File: src/core/tpc_pkg.sv
// Package with register map, field layout and encodings of the timer pin control block
package tpc_pkg;
  // Register indices on the plain register port
  localparam logic [2:0] ADDR_PIN_CTRL_AB = 3'h0;
  localparam logic [2:0] ADDR_PIN_CTRL_CD = 3'h1;
  localparam logic [2:0] ADDR_GENERAL_REG_A = 3'h2;
  localparam logic [2:0] ADDR_GENERAL_REG_B = 3'h3;
  localparam logic [2:0] ADDR_GENERAL_REG_C = 3'h4;
  localparam logic [2:0] ADDR_GENERAL_REG_D = 3'h5;
  // Field positions inside a pin control register (low nibble: first channel)
  localparam int ACT_LO_POS = 0;
  localparam int MODE_LO_POS = 2;
  localparam int ACT_HI_POS = 4;
  localparam int MODE_HI_POS = 6;
  localparam int RSVD_POS = 7;
  // Reset values and the forced-one mask of pin_ctrl_cd
  localparam logic [7:0] PIN_CTRL_AB_RST = 8'h00;
  localparam logic [7:0] PIN_CTRL_CD_RST = 8'h80;
  localparam logic [15:0] GENERAL_REG_RST = 16'hffff;
  localparam logic [7:0] PIN_CTRL_CD_RSVD = 8'h80;
  // Compare pin actions
  localparam logic [1:0] ACT_NONE = 2'h0;
  localparam logic [1:0] ACT_LOW = 2'h1;
  localparam logic [1:0] ACT_HIGH = 2'h2;
  localparam logic [1:0] ACT_TOGGLE = 2'h3;
  // Capture edge selections
  localparam logic [1:0] EDGE_RISE = 2'h0;
  localparam logic [1:0] EDGE_FALL = 2'h1;
  localparam int NUM_CHAN = 4;
endpackage : tpc_pkg

File: src/core/tpc_pin_ctrl.sv
// Pin I/O control of a 16-bit timer: compare-match pin actions and input capture
//
// Summary of operation
// - With a channel in compare mode, its two-bit action field picks none, low, high or toggle.
// - With a channel in capture mode, the field picks rising (00), falling (01) or both (1X) edges.
// - Bit 6 of pin_ctrl_cd makes general_reg_d compare (0) or capture (1), reset 0.
// - Bit 7 of pin_ctrl_cd always reads 1 whatever software writes.
// - pin_ctrl_cd governs channels C and D exactly as pin_ctrl_ab governs A and B.
//
// Chosen here: strobed register access and the register offsets.
`timescale 1ns/10ps
module tpc_pin_ctrl
  import tpc_pkg::*;
(
  input wire logic core_clk,
  input wire logic nrst,
  input wire logic [2:0] reg_addr,
  input wire logic [15:0] reg_wdata,
  input wire logic reg_wr,
  input wire logic reg_rd,
  output logic [15:0] reg_rdata,
  input wire logic [15:0] counter,
  input wire logic [3:0] timer_pin_in,
  output logic [3:0] timer_pin_out,
  output logic [3:0] timer_pin_oe_n,
  output logic [3:0] capture_evt,
  output logic [3:0] compare_evt
);

  logic [7:0] pin_ctrl_ab_ff, nxt_pin_ctrl_ab;
  logic [7:0] pin_ctrl_cd_ff, nxt_pin_ctrl_cd;
  logic [15:0] gen_reg_ff [NUM_CHAN];
  logic [15:0] nxt_gen_reg [NUM_CHAN];
  logic [3:0] pin_out_ff, nxt_pin_out;
  logic [3:0] sync1_ff, sync2_ff, sync3_ff;
  logic [15:0] rdata_ff, nxt_rdata;
  logic [3:0] cap_ff, nxt_cap;
  logic [3:0] cmp_ff, nxt_cmp;
  logic [3:0] mode_cap;
  logic [1:0] act [NUM_CHAN];
  logic [3:0] match;
  logic [3:0] cap_hit;
  logic [3:0] rise;
  logic [3:0] fall;

  // Picks a channel's 4-bit nibble fields from the two control registers
  function automatic logic [3:0] chan_field(input logic [7:0] ab, input logic [7:0] cd,
                                            input int ch);
    logic [7:0] r;
    r = (ch < 2) ? ab : cd;
    chan_field = (ch % 2 == 0) ? r[3:0] : r[7:4];
  endfunction : chan_field

  // Edge selection: 1X takes both edges
  function automatic logic edge_hit(input logic [1:0] sel, input logic r, input logic f);
    edge_hit = sel[1] ? (r | f) : (sel == EDGE_FALL ? f : r);
  endfunction : edge_hit

  always_comb begin
    for (int i = 0; i < NUM_CHAN; i++) begin
      logic [3:0] fld;
      fld = chan_field(pin_ctrl_ab_ff, pin_ctrl_cd_ff, i);
      mode_cap[i] = fld[MODE_LO_POS];
      act[i] = fld[1:0];
      rise[i] = sync2_ff[i] & ~sync3_ff[i];
      fall[i] = ~sync2_ff[i] & sync3_ff[i];
      match[i] = ~mode_cap[i] && (counter == gen_reg_ff[i]);
      cap_hit[i] = mode_cap[i] && edge_hit(act[i], rise[i], fall[i]);
    end
  end

  // Register writes, captures and pin actions
  always_comb begin
    nxt_pin_ctrl_ab = pin_ctrl_ab_ff;
    nxt_pin_ctrl_cd = pin_ctrl_cd_ff | PIN_CTRL_CD_RSVD;
    nxt_pin_out = pin_out_ff;
    nxt_cap = cap_hit;
    nxt_cmp = match;
    for (int i = 0; i < NUM_CHAN; i++) nxt_gen_reg[i] = gen_reg_ff[i];
    if (reg_wr) begin
      unique case (reg_addr)
        ADDR_PIN_CTRL_AB: nxt_pin_ctrl_ab = reg_wdata[7:0];
        ADDR_PIN_CTRL_CD: nxt_pin_ctrl_cd = reg_wdata[7:0] | PIN_CTRL_CD_RSVD;
        ADDR_GENERAL_REG_A: nxt_gen_reg[0] = reg_wdata;
        ADDR_GENERAL_REG_B: nxt_gen_reg[1] = reg_wdata;
        ADDR_GENERAL_REG_C: nxt_gen_reg[2] = reg_wdata;
        ADDR_GENERAL_REG_D: nxt_gen_reg[3] = reg_wdata;
        default: ;
      endcase
    end
    for (int i = 0; i < NUM_CHAN; i++) begin
      // Capture beats a same-cycle software write so no edge is lost
      if (cap_hit[i]) nxt_gen_reg[i] = counter;
      if (match[i]) begin
        unique case (act[i])
          ACT_NONE: nxt_pin_out[i] = pin_out_ff[i];
          ACT_LOW: nxt_pin_out[i] = 1'b0;
          ACT_HIGH: nxt_pin_out[i] = 1'b1;
          ACT_TOGGLE: nxt_pin_out[i] = ~pin_out_ff[i];
        endcase
      end
    end
  end

  // Read data one cycle after the strobe, zero otherwise
  always_comb begin
    nxt_rdata = 16'h0000;
    if (reg_rd) begin
      unique case (reg_addr)
        ADDR_PIN_CTRL_AB: nxt_rdata = {8'h00, pin_ctrl_ab_ff};
        ADDR_PIN_CTRL_CD: nxt_rdata = {8'h00, pin_ctrl_cd_ff | PIN_CTRL_CD_RSVD};
        ADDR_GENERAL_REG_A: nxt_rdata = gen_reg_ff[0];
        ADDR_GENERAL_REG_B: nxt_rdata = gen_reg_ff[1];
        ADDR_GENERAL_REG_C: nxt_rdata = gen_reg_ff[2];
        ADDR_GENERAL_REG_D: nxt_rdata = gen_reg_ff[3];
        default: nxt_rdata = 16'h0000;
      endcase
    end
  end

  always_ff @(posedge core_clk or negedge nrst) begin
    if (!nrst) begin
      pin_ctrl_ab_ff <= PIN_CTRL_AB_RST;
      pin_ctrl_cd_ff <= PIN_CTRL_CD_RST;
      pin_out_ff <= 4'h0;
      sync1_ff <= 4'h0;
      sync2_ff <= 4'h0;
      sync3_ff <= 4'h0;
      rdata_ff <= 16'h0000;
      cap_ff <= 4'h0;
      cmp_ff <= 4'h0;
      for (int i = 0; i < NUM_CHAN; i++) gen_reg_ff[i] <= GENERAL_REG_RST;
    end else begin
      pin_ctrl_ab_ff <= nxt_pin_ctrl_ab;
      pin_ctrl_cd_ff <= nxt_pin_ctrl_cd;
      pin_out_ff <= nxt_pin_out;
      sync1_ff <= timer_pin_in;
      sync2_ff <= sync1_ff;
      sync3_ff <= sync2_ff;
      rdata_ff <= nxt_rdata;
      cap_ff <= nxt_cap;
      cmp_ff <= nxt_cmp;
      for (int i = 0; i < NUM_CHAN; i++) gen_reg_ff[i] <= nxt_gen_reg[i];
    end
  end

  // Compare result is combinational so the pin value reaches the pad with the match cycle
  always_comb begin
    for (int i = 0; i < NUM_CHAN; i++) begin
      timer_pin_out[i] = match[i] ? nxt_pin_out[i] : pin_out_ff[i];
      timer_pin_oe_n[i] = mode_cap[i];
    end
  end

  assign reg_rdata = rdata_ff;
  assign capture_evt = cap_ff;
  assign compare_evt = cmp_ff;

  // Register port: reserved bit, read-back of every register but pin_ctrl_cd, whose read is checked for bit 7 and a zero upper byte
  AST_CD_RSVD_ONE: assert property (@(posedge core_clk) disable iff (!nrst)
    pin_ctrl_cd_ff[RSVD_POS] == 1'b1)
    else $error("reserved bit not one");
  AST_RD_CD: assert property (@(posedge core_clk) disable iff (!nrst)
    reg_rd && reg_addr == ADDR_PIN_CTRL_CD |=> reg_rdata[7] && reg_rdata[15:8] == 8'h00)
    else $error("pin_ctrl_cd read wrong");
  AST_RD_AB: assert property (@(posedge core_clk) disable iff (!nrst)
    reg_rd && reg_addr == ADDR_PIN_CTRL_AB |=> reg_rdata == {8'h00, $past(pin_ctrl_ab_ff)})
    else $error("pin_ctrl_ab read wrong");
  AST_RD_GEN_A: assert property (@(posedge core_clk) disable iff (!nrst)
    reg_rd && reg_addr == ADDR_GENERAL_REG_A |=> reg_rdata == $past(gen_reg_ff[0]))
    else $error("general_reg_a read wrong");
  AST_RD_GEN_B: assert property (@(posedge core_clk) disable iff (!nrst)
    reg_rd && reg_addr == ADDR_GENERAL_REG_B |=> reg_rdata == $past(gen_reg_ff[1]))
    else $error("general_reg_b read wrong");
  AST_RD_GEN_C: assert property (@(posedge core_clk) disable iff (!nrst)
    reg_rd && reg_addr == ADDR_GENERAL_REG_C |=> reg_rdata == $past(gen_reg_ff[2]))
    else $error("general_reg_c read wrong");
  AST_RD_GEN_D: assert property (@(posedge core_clk) disable iff (!nrst)
    reg_rd && reg_addr == ADDR_GENERAL_REG_D |=> reg_rdata == $past(gen_reg_ff[3]))
    else $error("general_reg_d read wrong");

  // Compare pin actions, every action on every channel
  AST_LOW_ACT: assert property (@(posedge core_clk) disable iff (!nrst)
    match[0] && act[0] == ACT_LOW |-> timer_pin_out[0] == 1'b0 ##1 pin_out_ff[0] == 1'b0)
    else $error("drive low failed");
  AST_LOW_B: assert property (@(posedge core_clk) disable iff (!nrst)
    match[1] && act[1] == ACT_LOW |=> !pin_out_ff[1])
    else $error("drive low failed on b");
  AST_LOW_C: assert property (@(posedge core_clk) disable iff (!nrst)
    match[2] && act[2] == ACT_LOW |=> !pin_out_ff[2])
    else $error("drive low failed on c");
  AST_LOW_D: assert property (@(posedge core_clk) disable iff (!nrst)
    match[3] && act[3] == ACT_LOW |=> !pin_out_ff[3])
    else $error("drive low failed on d");
  AST_HIGH_A: assert property (@(posedge core_clk) disable iff (!nrst)
    match[0] && act[0] == ACT_HIGH |=> pin_out_ff[0])
    else $error("drive high failed on a");
  AST_HIGH_B: assert property (@(posedge core_clk) disable iff (!nrst)
    match[1] && act[1] == ACT_HIGH |=> pin_out_ff[1])
    else $error("drive high failed on b");
  AST_HIGH_ACT: assert property (@(posedge core_clk) disable iff (!nrst)
    match[2] && act[2] == ACT_HIGH |=> pin_out_ff[2])
    else $error("drive high failed");
  AST_HIGH_D: assert property (@(posedge core_clk) disable iff (!nrst)
    match[3] && act[3] == ACT_HIGH |=> pin_out_ff[3])
    else $error("drive high failed on d");
  AST_TOGGLE_A: assert property (@(posedge core_clk) disable iff (!nrst)
    match[0] && act[0] == ACT_TOGGLE |=> pin_out_ff[0] != $past(pin_out_ff[0]))
    else $error("toggle failed on a");
  AST_TOGGLE: assert property (@(posedge core_clk) disable iff (!nrst)
    match[1] && act[1] == ACT_TOGGLE |=> pin_out_ff[1] != $past(pin_out_ff[1]))
    else $error("toggle failed");
  AST_TOGGLE_C: assert property (@(posedge core_clk) disable iff (!nrst)
    match[2] && act[2] == ACT_TOGGLE |=> pin_out_ff[2] != $past(pin_out_ff[2]))
    else $error("toggle failed on c");
  AST_TOGGLE_D: assert property (@(posedge core_clk) disable iff (!nrst)
    match[3] && act[3] == ACT_TOGGLE |=> pin_out_ff[3] != $past(pin_out_ff[3]))
    else $error("toggle failed on d");
  AST_NONE_A: assert property (@(posedge core_clk) disable iff (!nrst)
    match[0] && act[0] == ACT_NONE |=> $stable(pin_out_ff[0]))
    else $error("none changed on a");
  AST_NONE_B: assert property (@(posedge core_clk) disable iff (!nrst)
    match[1] && act[1] == ACT_NONE |=> $stable(pin_out_ff[1]))
    else $error("none changed on b");
  AST_NONE_C: assert property (@(posedge core_clk) disable iff (!nrst)
    match[2] && act[2] == ACT_NONE |=> $stable(pin_out_ff[2]))
    else $error("none changed on c");
  AST_NONE_HOLD: assert property (@(posedge core_clk) disable iff (!nrst)
    match[3] && act[3] == ACT_NONE |=> $stable(pin_out_ff[3]))
    else $error("none changed");
  AST_CMP_EVT: assert property (@(posedge core_clk) disable iff (!nrst)
    match != 4'h0 |=> compare_evt == $past(match))
    else $error("compare event lost");

  // Capture edges on every channel
  AST_RISE_CAP: assert property (@(posedge core_clk) disable iff (!nrst)
    mode_cap[0] && act[0] == EDGE_RISE && sync2_ff[0] && !sync3_ff[0]
    |=> gen_reg_ff[0] == $past(counter)) else $error("rise capture missed");
  AST_RISE_CAP_B: assert property (@(posedge core_clk) disable iff (!nrst)
    mode_cap[1] && act[1] == EDGE_RISE && rise[1]
    |=> gen_reg_ff[1] == $past(counter)) else $error("rise capture missed on b");
  AST_RISE_CAP_C: assert property (@(posedge core_clk) disable iff (!nrst)
    mode_cap[2] && act[2] == EDGE_RISE && rise[2]
    |=> gen_reg_ff[2] == $past(counter)) else $error("rise capture missed on c");
  AST_RISE_CAP_D: assert property (@(posedge core_clk) disable iff (!nrst)
    mode_cap[3] && act[3] == EDGE_RISE && rise[3]
    |=> gen_reg_ff[3] == $past(counter)) else $error("rise capture missed on d");
  AST_RISE_ONLY_A: assert property (@(posedge core_clk) disable iff (!nrst)
    mode_cap[0] && act[0] == EDGE_RISE && fall[0] |-> !cap_hit[0])
    else $error("rising mode took fall on a");
  AST_RISE_ONLY_B: assert property (@(posedge core_clk) disable iff (!nrst)
    mode_cap[1] && act[1] == EDGE_RISE && fall[1] |-> !cap_hit[1])
    else $error("rising mode took fall on b");
  AST_RISE_ONLY_C: assert property (@(posedge core_clk) disable iff (!nrst)
    mode_cap[2] && act[2] == EDGE_RISE && fall[2] |-> !cap_hit[2])
    else $error("rising mode took fall on c");
  AST_RISE_ONLY_D: assert property (@(posedge core_clk) disable iff (!nrst)
    mode_cap[3] && act[3] == EDGE_RISE && fall[3] |-> !cap_hit[3])
    else $error("rising mode took fall on d");
  AST_FALL_ONLY_A: assert property (@(posedge core_clk) disable iff (!nrst)
    mode_cap[0] && act[0] == EDGE_FALL && rise[0] |-> !cap_hit[0])
    else $error("falling mode took rise on a");
  AST_FALL_ONLY_B: assert property (@(posedge core_clk) disable iff (!nrst)
    mode_cap[1] && act[1] == EDGE_FALL && rise[1] |-> !cap_hit[1])
    else $error("falling mode took rise on b");
  AST_FALL_ONLY_C: assert property (@(posedge core_clk) disable iff (!nrst)
    mode_cap[2] && act[2] == EDGE_FALL && rise[2] |-> !cap_hit[2])
    else $error("falling mode took rise on c");
  AST_FALL_ONLY: assert property (@(posedge core_clk) disable iff (!nrst)
    mode_cap[3] && act[3] == EDGE_FALL && rise[3] |-> !cap_hit[3])
    else $error("falling mode took rise");
  AST_BOTH_EDGE_A: assert property (@(posedge core_clk) disable iff (!nrst)
    mode_cap[0] && act[0][1] && (rise[0] || fall[0]) |=> capture_evt[0])
    else $error("both-edge capture missed on a");
  AST_BOTH_EDGE: assert property (@(posedge core_clk) disable iff (!nrst)
    mode_cap[1] && act[1][1] && (rise[1] || fall[1]) |=> capture_evt[1])
    else $error("both-edge capture missed");
  AST_BOTH_EDGE_C: assert property (@(posedge core_clk) disable iff (!nrst)
    mode_cap[2] && act[2][1] && (rise[2] || fall[2]) |=> capture_evt[2])
    else $error("both-edge capture missed on c");
  AST_BOTH_EDGE_D: assert property (@(posedge core_clk) disable iff (!nrst)
    mode_cap[3] && act[3][1] && (rise[3] || fall[3]) |=> capture_evt[3])
    else $error("both-edge capture missed on d");
  AST_CAP_EVT: assert property (@(posedge core_clk) disable iff (!nrst)
    cap_hit != 4'h0 |=> capture_evt == $past(cap_hit))
    else $error("capture event lost");

  // Mode bit of channel d and the pin synchroniser
  AST_D_CAPTURE_MODE: assert property (@(posedge core_clk) disable iff (!nrst)
    pin_ctrl_cd_ff[MODE_HI_POS] |-> timer_pin_oe_n[3] && !match[3])
    else $error("capture mode still compares");
  AST_SYNC_DELAY: assert property (@(posedge core_clk) disable iff (!nrst)
    $rose(timer_pin_in[2]) ##1 timer_pin_in[2] |=> sync2_ff[2])
    else $error("sync delay wrong");

  COV_TOGGLE: cover property (@(posedge core_clk) disable iff (!nrst)
    match[0] && act[0] == ACT_TOGGLE);
  COV_CAP_D: cover property (@(posedge core_clk) disable iff (!nrst) cap_hit[3]);
  COV_BOTH: cover property (@(posedge core_clk) disable iff (!nrst)
    cap_hit[2] && fall[2] && act[2][1]);
  COV_HIGH_D: cover property (@(posedge core_clk) disable iff (!nrst)
    match[3] && act[3] == ACT_HIGH);
  COV_RD_CD: cover property (@(posedge core_clk) disable iff (!nrst)
    reg_rd && reg_addr == ADDR_PIN_CTRL_CD);

endmodule : tpc_pin_ctrl

File: config.mk
export PLATFORM = sky130hd
export DESIGN_NAME = tpc_pin_ctrl
export DESIGN_NICKNAME = d
export VERILOG_FILES = /design/src/core/tpc_pkg.sv /design/src/core/tpc_pin_ctrl.sv
export SDC_FILE = /design/constraint.sdc
export NUM_CORES = 1
export LEC_CHECK = 0
export ABC_AREA = 1
export BUFFER_PORTS_ARGS = -buffer_cell sky130_fd_sc_hd__buf_2
export CAP_MARGIN = 20
export CORE_MARGIN = 2
export CORE_UTILIZATION = 53
export CTS_CLUSTER_SIZE = 16
export DETAILED_ROUTE_END_ITERATION = 6
export PLACE_DENSITY = 0.79
export SYNTH_ARGS = -nofsm -noshare
export SYNTH_HDL_FRONTEND = slang
export SYNTH_SLANG_ARGS = --single-unit
export TNS_END_PERCENT = 1
File: constraint.sdc
create_clock -name core_clk -period 1.7 [get_ports core_clk]
set_clock_uncertainty 0.05 [all_clocks]
set_input_delay 0.085 -clock core_clk [delete_from_list [all_inputs] [get_ports core_clk]]
set_output_delay 0.085 -clock core_clk [all_outputs]
set_load 0.02 [all_outputs]
Word-level counts from Yosys, hierarchy flattened. Cells that the tools add are included.

Equality and inequality tests: 21. Mux-type cells: 31. Bitwise operators: 28. Reductions and logical operators: 27.

Operators by type and width (number): $mux W16 (9); $pmux W16 S6 (1); $eq A16 B16 Y1 (4); $mux W64 (1); $eq A2 B2 Y1 const B (8); $mux W1 (16); $not A1 Y1 (16); $pmux W1 S4 (4); $reduce_bool A2 Y1 (8); $reduce_and A2 Y1 (6); $and A1 B1 Y1 (8); $eq A2 B1 Y1 const B (4); $logic_and A1 B1 Y1 (8); $logic_not A2 Y1 (4); $eq A3 B2 Y1 const B (2); $eq A3 B3 Y1 const B (2); $or A1 B1 Y1 (4); $eq A3 B1 Y1 const B (1); $logic_not A3 Y1 (1).

Register bits after elaboration: 119. Bits of input ports: 43. Output and inout bits: 32. Logic and storage cells: 120.

Depth between registers and ports, before layout. Gate-level depths: netlist of the first run.

Depth in word-level cells: 7. Mapped depth: 10.

Least setup slack after synthesis of the first run. OpenSTA, ideal clock, no wires.

Kind: flip-flop to flip-flop. Start: register sync2_ff[1]. End: register gen_reg_ff[47] (netlist name). Setup time: 87 ps. Arrival: 1444 ps. Data required time: 1563 ps. Path slack: 118 ps. Cell stages (with the launch flop): 8. Buffers on the path: 1. Cells stage by stage: dfrtp_1 inv_1 ha_1 a21boi_0 nand2_2 nand2_1 buf_2 o211ai_1.

Cells in the longest elaborated chain, start to end: 7.

RTL lines: from (decl) (RTL line tpc_pin_ctrl.sv:35) `logic [3:0] sync1_ff, sync2_ff, sync3_ff;`; from (signal assigned) (RTL line tpc_pin_ctrl.sv:138) `sync2_ff <= sync1_ff;`; $not A1 Y1 (RTL line tpc_pin_ctrl.sv:66) `fall[i] = ~sync2_ff[i] & sync3_ff[i];`; $and A1 B1 Y1 (RTL line tpc_pin_ctrl.sv:66); $mux W1 or $or A1 B1 Y1 (tied branches) (RTL line tpc_pin_ctrl.sv:56) `edge_hit = sel[1] ? (r | f) : (sel == EDGE_FALL ? f : r);`; $mux W1 (*) (RTL line tpc_pin_ctrl.sv:56); $logic_and A1 B1 Y1 (*) (RTL line tpc_pin_ctrl.sv:68) `cap_hit[i] = mode_cap[i] && edge_hit(act[i], rise[i], fall[i]);`; $reduce_bool A2 Y1 (no line); $reduce_and A2 Y1 (no line); to (decl) (RTL line tpc_pin_ctrl.sv:32) `logic [15:0] gen_reg_ff [NUM_CHAN];`.

Mark *: on every way between the ends. The rest lies on a longest branch, timed or not. A chain may end at the register's enable or synchronous reset.

Worst setup path in the final report of the first run.
Start: register gen_reg_ff[25] (netlist name). End: output timer_pin_out[2].

Cells in the longest elaborated chain, start to end: 4.

RTL lines: $eq A16 B16 Y1 (*) (RTL line tpc_pin_ctrl.sv:67) `match[i] = ~mode_cap[i] && (counter == gen_reg_ff[i]);`; $logic_and A1 B1 Y1 (*) (RTL line tpc_pin_ctrl.sv:67); $mux W1 (RTL line tpc_pin_ctrl.sv:94) `if (match[i]) begin`; $mux W1 (*) (RTL line tpc_pin_ctrl.sv:150) `timer_pin_out[i] = match[i] ? nxt_pin_out[i] : pin_out_ff[i];`; to (decl) (RTL line tpc_pin_ctrl.sv:24) `output logic [3:0] timer_pin_out,`.

Marks and branches as above.

==> summary.md, run 1 <==
| Metric | Value |
|---|---|
| Synth cell types | `32` |
| Clock latency on the worst-skew pair | `0.43 ns` |
| Die Y | `117 um` |
| RSZ-0062 raised after global routing | `true` |
| DRC viols | `0` |
| Final min period | `2.09 ns` |
| Synth area leaders | `dfstp_2 25%, dfrtp_1 20%, nand2_1 15%` |
| Worst EP arrival | `1.95 ns` |
| Die width | `117 um` |
| Share of the synthesized area in the top cell type | `25.0%` |
| Critical path fanouts, max | `3` |
| Clock transition at the registers of the reported paths | `0.05 ns` |
| Pre-CTS setup slack | `0.0241 ns` |
| Global Route Usage Sum | `34.9%` |
| First-pass GRT wire length | `35.1 mm` |
| Post-synthesis instance total | `871` |
| Main flop type after synthesis | `dfstp_2` |
| Largest net degree at the start of global routing | `35` |
| CP peak stage delay | `0.52 ns` |
| CTS root buf | `clkbuf_16` |
| Area Overhead vs Synth | `29.1%` |
| Via Count | `6971` |
| Fraction of layout cells with a size suffix above 1 | `29.2%` |
| Final nets | `1054` |
| Synthesized net count | `922` |
| Worst slew pin tran | `0.684 ns` |
| Sequential cell area fraction in the yosys report | `45.4%` |
| Vias in the first global route | `6706` |
| Count of state elements after synthesis | `119` |
| Clock H-tree levels | `4` |
| Total grt overflow | `0` |
| CTS Sinks | `119` |
| Routed Antenna Nets | `0` |
| I/O Buffers | `74` |
| Status | `finished, violations left` |
| Min-delay worst type | `primary input to flop` |
| CP dominant cell by count | `nand4_1` |
| DP HPWL | `14.6 mm` |
| Initial antenna violation count | `0` |
| Antenna Cells | `0` |
| Startpoint types | `flop` |
| Final Wtd Congestion | `0.910` |
| Total wire length | `23.2 mm` |
| Slew HR | `54.3%` |
| Core Rows | `41` |
| Pleak | `4.12 nW` |
| Initial DRC count | `1072` |
| CTS tree | `yes` |
| Nature of the critical path endpoint | `output pin` |
| Post-synth ARST share | `100%` |
| Synth area leader | `dfstp_2` |
| Failing checks | `negative setup slack` |
| Post-route cell area | `8690 sq um` |
| Slack of the critical path | `-0.388 ns` |
| Placed Area | `7460 sq um` |
| Final hold viol count | `0` |
| Slowest CP cell | `dfstp_2` |
| Pwr dens | `1440 nW/um^2` |
| Die area | `13600 sq um` |
| Crit path buf inv count | `2` |
| Crit share post-route | `123%` |
| Area of the core | `12500 sq um` |
| Initial core utilization | `53.8%` |
| Syn. warnings | `0` |
| Worst path top cell family by delay | `simple AND/OR/NAND/NOR gates` |
| Peak Freq | `479 MHz` |
| Hold WS | `0.0554 ns` |
| TritonCTS Buffers | `17` |
| # setup viols final | `20` |
| DR vias/cell | `5.87` |
| Worst vdd ir | `0.789 mV` |
| CP cell instances | `inv_1 > nand2_1 > nand4_1 > nor2_2 > nand4_1 > nand2_2 > buf_6` |
| Max Cap Violations | `0` |
| Routed len/inst | `19.5 um` |
| Post-synth EDFFs | `0` |
| Worst setup path class | `flop to output pin` |
| Iteration count of the initial detailed-routing pass | `5` |
| Area of the mapped netlist | `6740 sq um` |
| Post-layout util | `69.5%` |
| Ports | `75` |
| Final max-slew violation count | `0` |
| CP required | `1.56 ns` |
| Clock Tree Buf Depth | `2` |
| Syn avg cell area | `7.73 sq um` |
-- area by class of cell --
class,count,area [sq um]
clock buffers,25,515
well taps,172,215
multi-input cells,583,3080
clock inverters,7,114
repair buffers,158,1250
flip-flops and latches,119,3060
fillers,979,3820
inverters,124,465
-- worst register-to-register path, cell delays in order (launching register included) --
cell and delay, ns:
dfstp_2 0.52, inv_2 0.06, nand2_2 0.07, nand2_1 0.06, nor2_1 0.09, nand2_1 0.11, nor2_2 0.15, nand3_2 0.08
buf_4 0.14, buf_4 0.12, buf_4 0.12, buf_4 0.13, buf_4 0.13, inv_1 0.05
-- repair_timing --
action                                  in CTS  in global routing
endpoints found under the hold margin      131                  0
pin swaps                                    7                 30
gates resized for setup                     24                 48
buffers inserted                             6                  3
endpoints found under the setup margin       4                 60
hold buffers                                37                  0
-- cell usage after synthesis, types with 9 or more instances --
master,instances
buf_4,9
buf_2,28
nand2_1,263
nand4_1,16
inv_1,115
a21oi_1,20
nand3_1,76
o22ai_1,25
dfrtp_1,55
dfstp_2,64
nor2_1,63
o211ai_1,66
-- flip-flops by register name (all words and copies together) (netlist names) --
name            count
compare_evt         4
reg_rdata          16
sync3_ff            4
gen_reg_ff         64
sync1_ff            4
pin_ctrl_cd_ff      7
pin_out_ff          4
sync2_ff            4
pin_ctrl_ab_ff      8
capture_evt         4
-- power breakdown --
part,internal (mW),switching [mW]
combinational,1.50,2.49
sequential,4.18,0.562
clock,2.53,1.29
total,8.21,4.34
-- cell families after synthesis --
| group | count (synthesis) | share of synthesized area (%) |
|---|---|---|
| AND/OR/NAND/NOR | 433 | 27.5 |
| AO/OA/AOI/OAI | 133 | 13.3 |
| XOR/XNOR | 4 | 0.520 |
| adder cells (fa/ha/maj) | 8 | 1.49 |
| buffers and inverters | 169 | 10.9 |
| flip-flops | 119 | 45.4 |
| multiplexers | 5 | 0.762 |
-- worst paths after layout --
kind	start	end	slack, ns	cells past startpoint
max in group asynchronous	nrst	gen_reg_ff[25]	0.82	3
min in group asynchronous	nrst	reg_rdata[10]	0.15	2
min reg2reg	sync1_ff[1]	sync2_ff[1]	0.30	0
max	gen_reg_ff[25]	timer_pin_out[2]	-0.39	7
min	counter[0]	gen_reg_ff[48]	0.06	3
max reg2reg	gen_reg_ff[5]	compare_evt[3]	-0.23	13
-- cell usage in the layout (no fill, tap or decap), types with 3 or more instances in the layout --
cell and instances:
clkbuf_8 6, nor2_2 10, nor2_1 49, bufinv_16 3, nor2_4 6, nand2_2 22
nand2_1 248, ha_1 8, inv_1 100, buf_12 10, mux2i_1 4, dfstp_2 64
buf_6 4, clkinv_2 3, buf_4 38, o21ai_1 5, nand3_2 5, xnor2_1 4
nand4_1 16, buf_2 69, o21ai_2 4, o21ai_0 7, o211ai_1 66, dfrtp_1 55
clkbuf_16 17, inv_2 23, dlygate4sd3_1 37, nand3_1 71, o22ai_1 25, a21oi_1 19
-- stage by stage --
step	instances	total power, mW	setup TNS [ns]
6_report	1188	12.6	-1.89
2_1_floorplan	871	7.01	0
3_3_place_gp	1110	8.14	0
4_1_cts	1185	12.2	-1.47
3_5_place_dp	1110	8.24	0
5_1_grt	1188	13.1	-3.02
-- routing by layer --
metal / vias to the layer above / routed length (um) / GRT usage, %
li1: 3098 / - / -
met1: 3272 / 8930 / 45.8
met2: 496 / 10700 / 51.8
met3: 105 / 2540 / 8.61
met4: 0 / 1040 / 21.7
met5: - / 0 / 0
(Power assumes the default switching activity.)
==> inputs of run 2 (changes only) <==
CTS_CLUSTER_DIAMETER = 120   (was unset)
GPL_TIMING_DRIVEN = 0   (was unset)
==> summary.md, run 2 (synthesized netlist as in run 1, its figures left out) <==
| Metric | Value |
|---|---|
| Status | `finished, violations left` |
| Failing checks | `negative setup slack` |
| # setup viols final | `27` |
| Max FFs per register | `64` |
| Post-layout util | `69.4%` |
| CTS root buf | `clkbuf_16` |
| Area of the core | `12500 sq um` |
| Routed len/inst | `18.6 um` |
| Final hold viol count | `0` |
| Die Y | `117 um` |
| Most frequent cells in the layout | `238 x nand2_1, 97 x inv_1, 73 x buf_2` |
| Commonest non-fill, non-tap cell in the layout | `nand2_1` |
| Ports | `75` |
| Pwr dens | `1450 nW/um^2` |
| DP HPWL | `14.0 mm` |
| Critical path fanouts, max | `3` |
| Tot Pwr | `12.6 mW` |
| Min-delay worst type | `primary input to asynchronous set/reset pin` |
| Worst slew pin tran | `0.691 ns` |
| M1 wire length | `8.49 mm` |
| Pleak | `4.09 nW` |
| CTS Sinks | `119` |
| Int Pwr | `8.24 mW` |
| Placed Area | `7270 sq um` |
| Worst vdd ir | `0.862 mV` |
| Start of the worst register-to-register path | `gen_reg_ff[39]` |
| CP peak stage delay | `0.54 ns` |
| R2R setup slack | `-0.31 ns` |
| Final nets | `1052` |
| Crit share post-route | `122%` |
| Final max-slew violation count | `0` |
| Vias in the first global route | `6538` |
| Max Cap Violations | `0` |
| Post-route cell area | `8690 sq um` |
| Sw Ratio | `34.4%` |
| Die area | `13600 sq um` |
| Worst EP arrival | `1.94 ns` |
| Clock Tree Buf Depth | `2` |
| Largest net degree at the start of global routing | `103` |
| Sw Pwr | `4.33 mW` |
| CP cell instances | `inv_2 > nand2_2 > o21ai_2 > nor2_2 > nand2_2 > nor2_4 > nand3_2 > nand2_2 > nand2_2 > buf_6` |
| CTS tree | `yes` |
| Worst setup path class | `flop to output pin` |
| RSZ-0062 raised after global routing | `true` |
| DRC viols | `0` |
| R2r worst-path depth | `13` |
| Peak Freq | `481 MHz` |
| Via Count | `6798` |
| Fin cells | `1187` |
| Fraction of layout cells with a size suffix above 1 | `30.5%` |
| TritonCTS Buffers | `17` |
| Biggest register | `gen_reg_ff` |
| Die width | `117 um` |
| Worst path top cell family by delay | `simple AND/OR/NAND/NOR gates` |
| Nature of the critical path endpoint | `output pin` |
| Slack of the critical path | `-0.377 ns` |
| CP required | `1.56 ns` |
| DP Cell Count | `1102` |
| Reg-to-reg endpoint | `compare_evt[1]` |
| Initial core utilization | `53.8%` |
| Total wire length | `22.1 mm` |
| DR vias/cell | `5.73` |
| Pre-CTS setup slack | `-0.350 ns` |
| Total grt overflow | `0` |
| Iteration count of the initial detailed-routing pass | `6` |
| Clock network power share | `31.1%` |
| I/O Buffers | `58` |
| Metal3 WL | `2.34 mm` |
| Setup TNS | `-5.25 ns` |
| Final Wtd Congestion | `0.935` |
| Initial antenna violation count | `1` |
| Combinational power share | `31.3%` |
| First-pass GRT wire length | `33.5 mm` |
| Global Route Usage Sum | `33.2%` |
| Crit path buf inv count | `2` |
| Hold WS | `0.00587 ns` |
| Initial DRC count | `876` |
| Reg power frac | `37.6%` |
| Uppermost layer routed | `met4` |
| Area Overhead vs Synth | `29.1%` |
| Slowest CP cell | `dfstp_2` |
| Clock H-tree levels | `4` |
| Core Rows | `41` |
| Slew HR | `54.0%` |
| Routed Antenna Nets | `0` |
| Clock latency on the worst-skew pair | `0.44 ns` |
| Crit. Startpoint | `gen_reg_ff[39]` |
| Detail Route met2 WL | `10.1 mm` |
| Startpoint types | `flop` |
| Final min period | `2.08 ns` |
| CP dominant cell by count | `nand2_2` |
| Clock transition at the registers of the reported paths | `0.05 ns` |
## run 2: power groups by stage
stage	Combinational [mW]	Clock, mW	Sequential (mW)
floorplan	2.36	0	4.65
global placement	3.27	0	4.67
detailed placement	3.34	0	4.70
CTS	3.56	3.91	4.68
global route	4.32	4.04	4.82
finish	3.94	3.90	4.73
## run 2: layout make-up
class / instances / area, sq um
buffer: 45 / 329
tap: 172 / 215
timing repair buffer: 111 / 835
clock inverter: 8 / 143
fill: 1005 / 3820
clock buffer: 24 / 492
inverter: 124 / 473
sequential: 119 / 3060
antenna: 1 / 2.50
multi-input combinational: 583 / 3150
## run 2: timing repair
action | CTS | global route
resized for setup | 46 | 71
gates cloned | 0 | 0
hold buffers | 38 | 0
endpoints found under the hold margin | 150 | 0
setup buffers | 5 | 9
pin swaps | 5 | 44
endpoints found under the setup margin | 62 | 62
## run 2: worst max path at each step
| stage | endpoint | slack, ns | cells after the start |
|---|---|---|---|
| 2_1_floorplan | gen_reg_ff[47] | 0.12 | 7 |
| 3_3_place_gp | sync3_ff[3] | -0.96 | 1 |
| 3_5_place_dp | gen_reg_ff[31] | -0.35 | 7 |
| 4_1_cts | timer_pin_out[1] | -0.41 | 10 |
| 5_1_grt | timer_pin_out[2] | -0.45 | 10 |
| 6_report | timer_pin_out[1] | -0.38 | 10 |
## run 2: per-layer routing
| metal | up-vias | track usage (%) |
|---|---|---|
| met5 | - | 0 |
| met4 | 0 | 18.0 |
| met3 | 106 | 8.10 |
| met2 | 430 | 52.4 |
| met1 | 3171 | 42.3 |
| li1 | 3091 | - |
## run 2: worst register-to-register path, cell delays in order, from the launching register on
cell	delay, ns
dfstp_2	0.54
inv_2	0.05
nand2_2	0.06
o21ai_2	0.06
nor2_2	0.16
nand2_2	0.10
nor2_4	0.12
nand3_2	0.13
buf_4	0.16
buf_4	0.12
buf_4	0.12
buf_4	0.12
buf_4	0.12
inv_1	0.05
==> inputs of run 3 (changes only) <==
BUFFER_PORTS_ARGS = -buffer_cell sky130_fd_sc_hd__buf_4   (was -buffer_cell sky130_fd_sc_hd__buf_2)
==> summary.md, run 3 (synthesized netlist as in run 1, its figures left out) <==
| Metric | Value |
|---|---|
| Die width | `117 um` |
| Largest net degree at the start of global routing | `98` |
| Die Y | `117 um` |
| Worst path top cell family by delay | `simple AND/OR/NAND/NOR gates` |
| Post-layout util | `70.3%` |
| Global Route Usage Sum | `33.5%` |
| Final hold viol count | `0` |
| First-pass GRT wire length | `33.7 mm` |
| Setup TNS | `-3.41 ns` |
| Fin cells | `1187` |
| Antenna Cells | `0` |
| Core Rows | `41` |
| DP HPWL | `14.0 mm` |
| Failing checks | `negative setup slack` |
| Slowest CP cell | `dfstp_2` |
| CTS tree | `yes` |
| TritonCTS Buffers | `17` |
| Total grt overflow | `0` |
| Clock Tree Buf Depth | `2` |
| Pwr dens | `1420 nW/um^2` |
| Final Wtd Congestion | `0.946` |
| Min-delay worst type | `primary input to flop` |
| Slack of the critical path | `-0.413 ns` |
| Area of the core | `12500 sq um` |
| Ports | `75` |
| Die area | `13600 sq um` |
| Total wire length | `22.1 mm` |
| Final nets | `1053` |
| # setup viols final | `21` |
| Final min period | `2.11 ns` |
| Pleak | `4.12 nW` |
| Clock transition at the registers of the reported paths | `0.06 ns` |
| Clock latency on the worst-skew pair | `0.42 ns` |
| Worst slew pin tran | `0.678 ns` |
| Crit share post-route | `124%` |
| Filler Cells Inserted | `956` |
| Via Count | `6840` |
| Routed len/inst | `18.6 um` |
| Clock H-tree levels | `4` |
| CP required | `1.56 ns` |
| Peak Freq | `473 MHz` |
| Final max-slew violation count | `0` |
| Tot Pwr | `12.5 mW` |
| Area Overhead vs Synth | `30.7%` |
| Initial DRC count | `760` |
| Fraction of layout cells with a size suffix above 1 | `28.5%` |
| Max FFs per register | `64` |
| Critical path fanouts, max | `3` |
| I/O Buffers | `58` |
| Vias in the first global route | `6509` |
| Iteration count of the initial detailed-routing pass | `5` |
| CTS root buf | `clkbuf_16` |
| Status | `finished, violations left` |
| Worst vdd ir | `0.657 mV` |
| Crit path buf inv count | `2` |
| Most frequent cells in the layout | `247 x nand2_1, 104 x inv_1, 79 x buf_4` |
| Max Cap Violations | `0` |
| Initial antenna violation count | `0` |
| CP dominant cell by count | `nand4_1` |
| CP cell instances | `inv_1 > nand2_1 > nand4_1 > nor2_1 > nand4_1 > nand2_2 > buf_6` |
| Commonest non-fill, non-tap cell in the layout | `nand2_1` |
| Worst setup path class | `flop to output pin` |
| Routed Antenna Nets | `0` |
| DP Cell Count | `1102` |
| Initial core utilization | `53.8%` |
| CTS Sinks | `119` |
| DR vias/cell | `5.76` |
| Slew HR | `54.8%` |
| Nature of the critical path endpoint | `output pin` |
| R2R setup slack | `-0.25 ns` |
| Worst EP arrival | `1.98 ns` |
| DRC viols | `0` |
| RSZ-0062 raised after global routing | `true` |
| Biggest register | `gen_reg_ff` |
| Startpoint types | `flop` |
| CP peak stage delay | `0.53 ns` |
## run 3: through the flow
| step | hold WS, ns | setup slack, ns | cell area (sq um) |
|---|---|---|---|
| 2_1_floorplan | -0.261 | 0.118 | 6740 |
| 3_3_place_gp | 0.145 | -0.326 | 7390 |
| 3_5_place_dp | -0.0964 | -0.346 | 7420 |
| 4_1_cts | 0.00860 | -0.444 | 8570 |
| 5_1_grt | 0.0298 | -0.498 | 8800 |
| 6_report | 0.0212 | -0.413 | 8800 |
## run 3: area by class of cell
class                      count  area (sq um)  area share, %
clock buffer                  23           468           5.32
sequential                   119          3060           34.8
multi-input combinational    583          3120           35.4
inverter                     124           477           5.42
tap                          172           215           2.45
clock inverter                 9           149           1.69
buffer                        45           343           3.90
timing repair buffer         112           973           11.1
## run 3: repair_timing
| action | in CTS | in global routing |
|---|---|---|
| resized for setup | 38 | 63 |
| hold endpoints to repair | 151 | 0 |
| hold buffers | 39 | 0 |
| setup buffers | 6 | 8 |
| setup endpoints to repair | 59 | 65 |
| pin swaps | 5 | 35 |
## run 3: worst reg2reg max path: stages (launching register included)
cell and delay, ns:
dfstp_2 0.54, inv_2 0.04, nand2_1 0.05, nand2_1 0.05, nor2_1 0.10, nand2_1 0.12
nor2_4 0.17, nand3_2 0.11, buf_4 0.14, buf_4 0.12, buf_4 0.12, buf_4 0.12
buf_4 0.12, inv_1 0.04
## run 3: per-layer routing
layer  vias up  part of all wire (%)  GRT usage [%]
met1      3232                    39           43.7
met5         -                     0              0
met3        72                    10           7.37
met4         0                   3.9           18.3
li1       3095                     -              -
met2       441                    47           52.1
## run 3: where the power goes
group          leakage [nW]  switching (mW)  internal, mW
logic                  2.44            2.46          1.54
registers              1.38           0.555          4.18
clock network         0.305            1.28          2.52
total                  4.12            4.29          8.24
## run 3: path summary, 6_finish.rpt
path	cells after the start	start	to
max reg2reg	13	gen_reg_ff[35]	compare_evt[1]
max	7	gen_reg_ff[25]	timer_pin_out[2]
min	4	reg_wr	pin_ctrl_cd_ff[2]
min in group asynchronous	2	nrst	capture_evt[3]
min reg2reg	0	sync1_ff[2]	sync2_ff[2]
max in group asynchronous	3	nrst	gen_reg_ff[62]
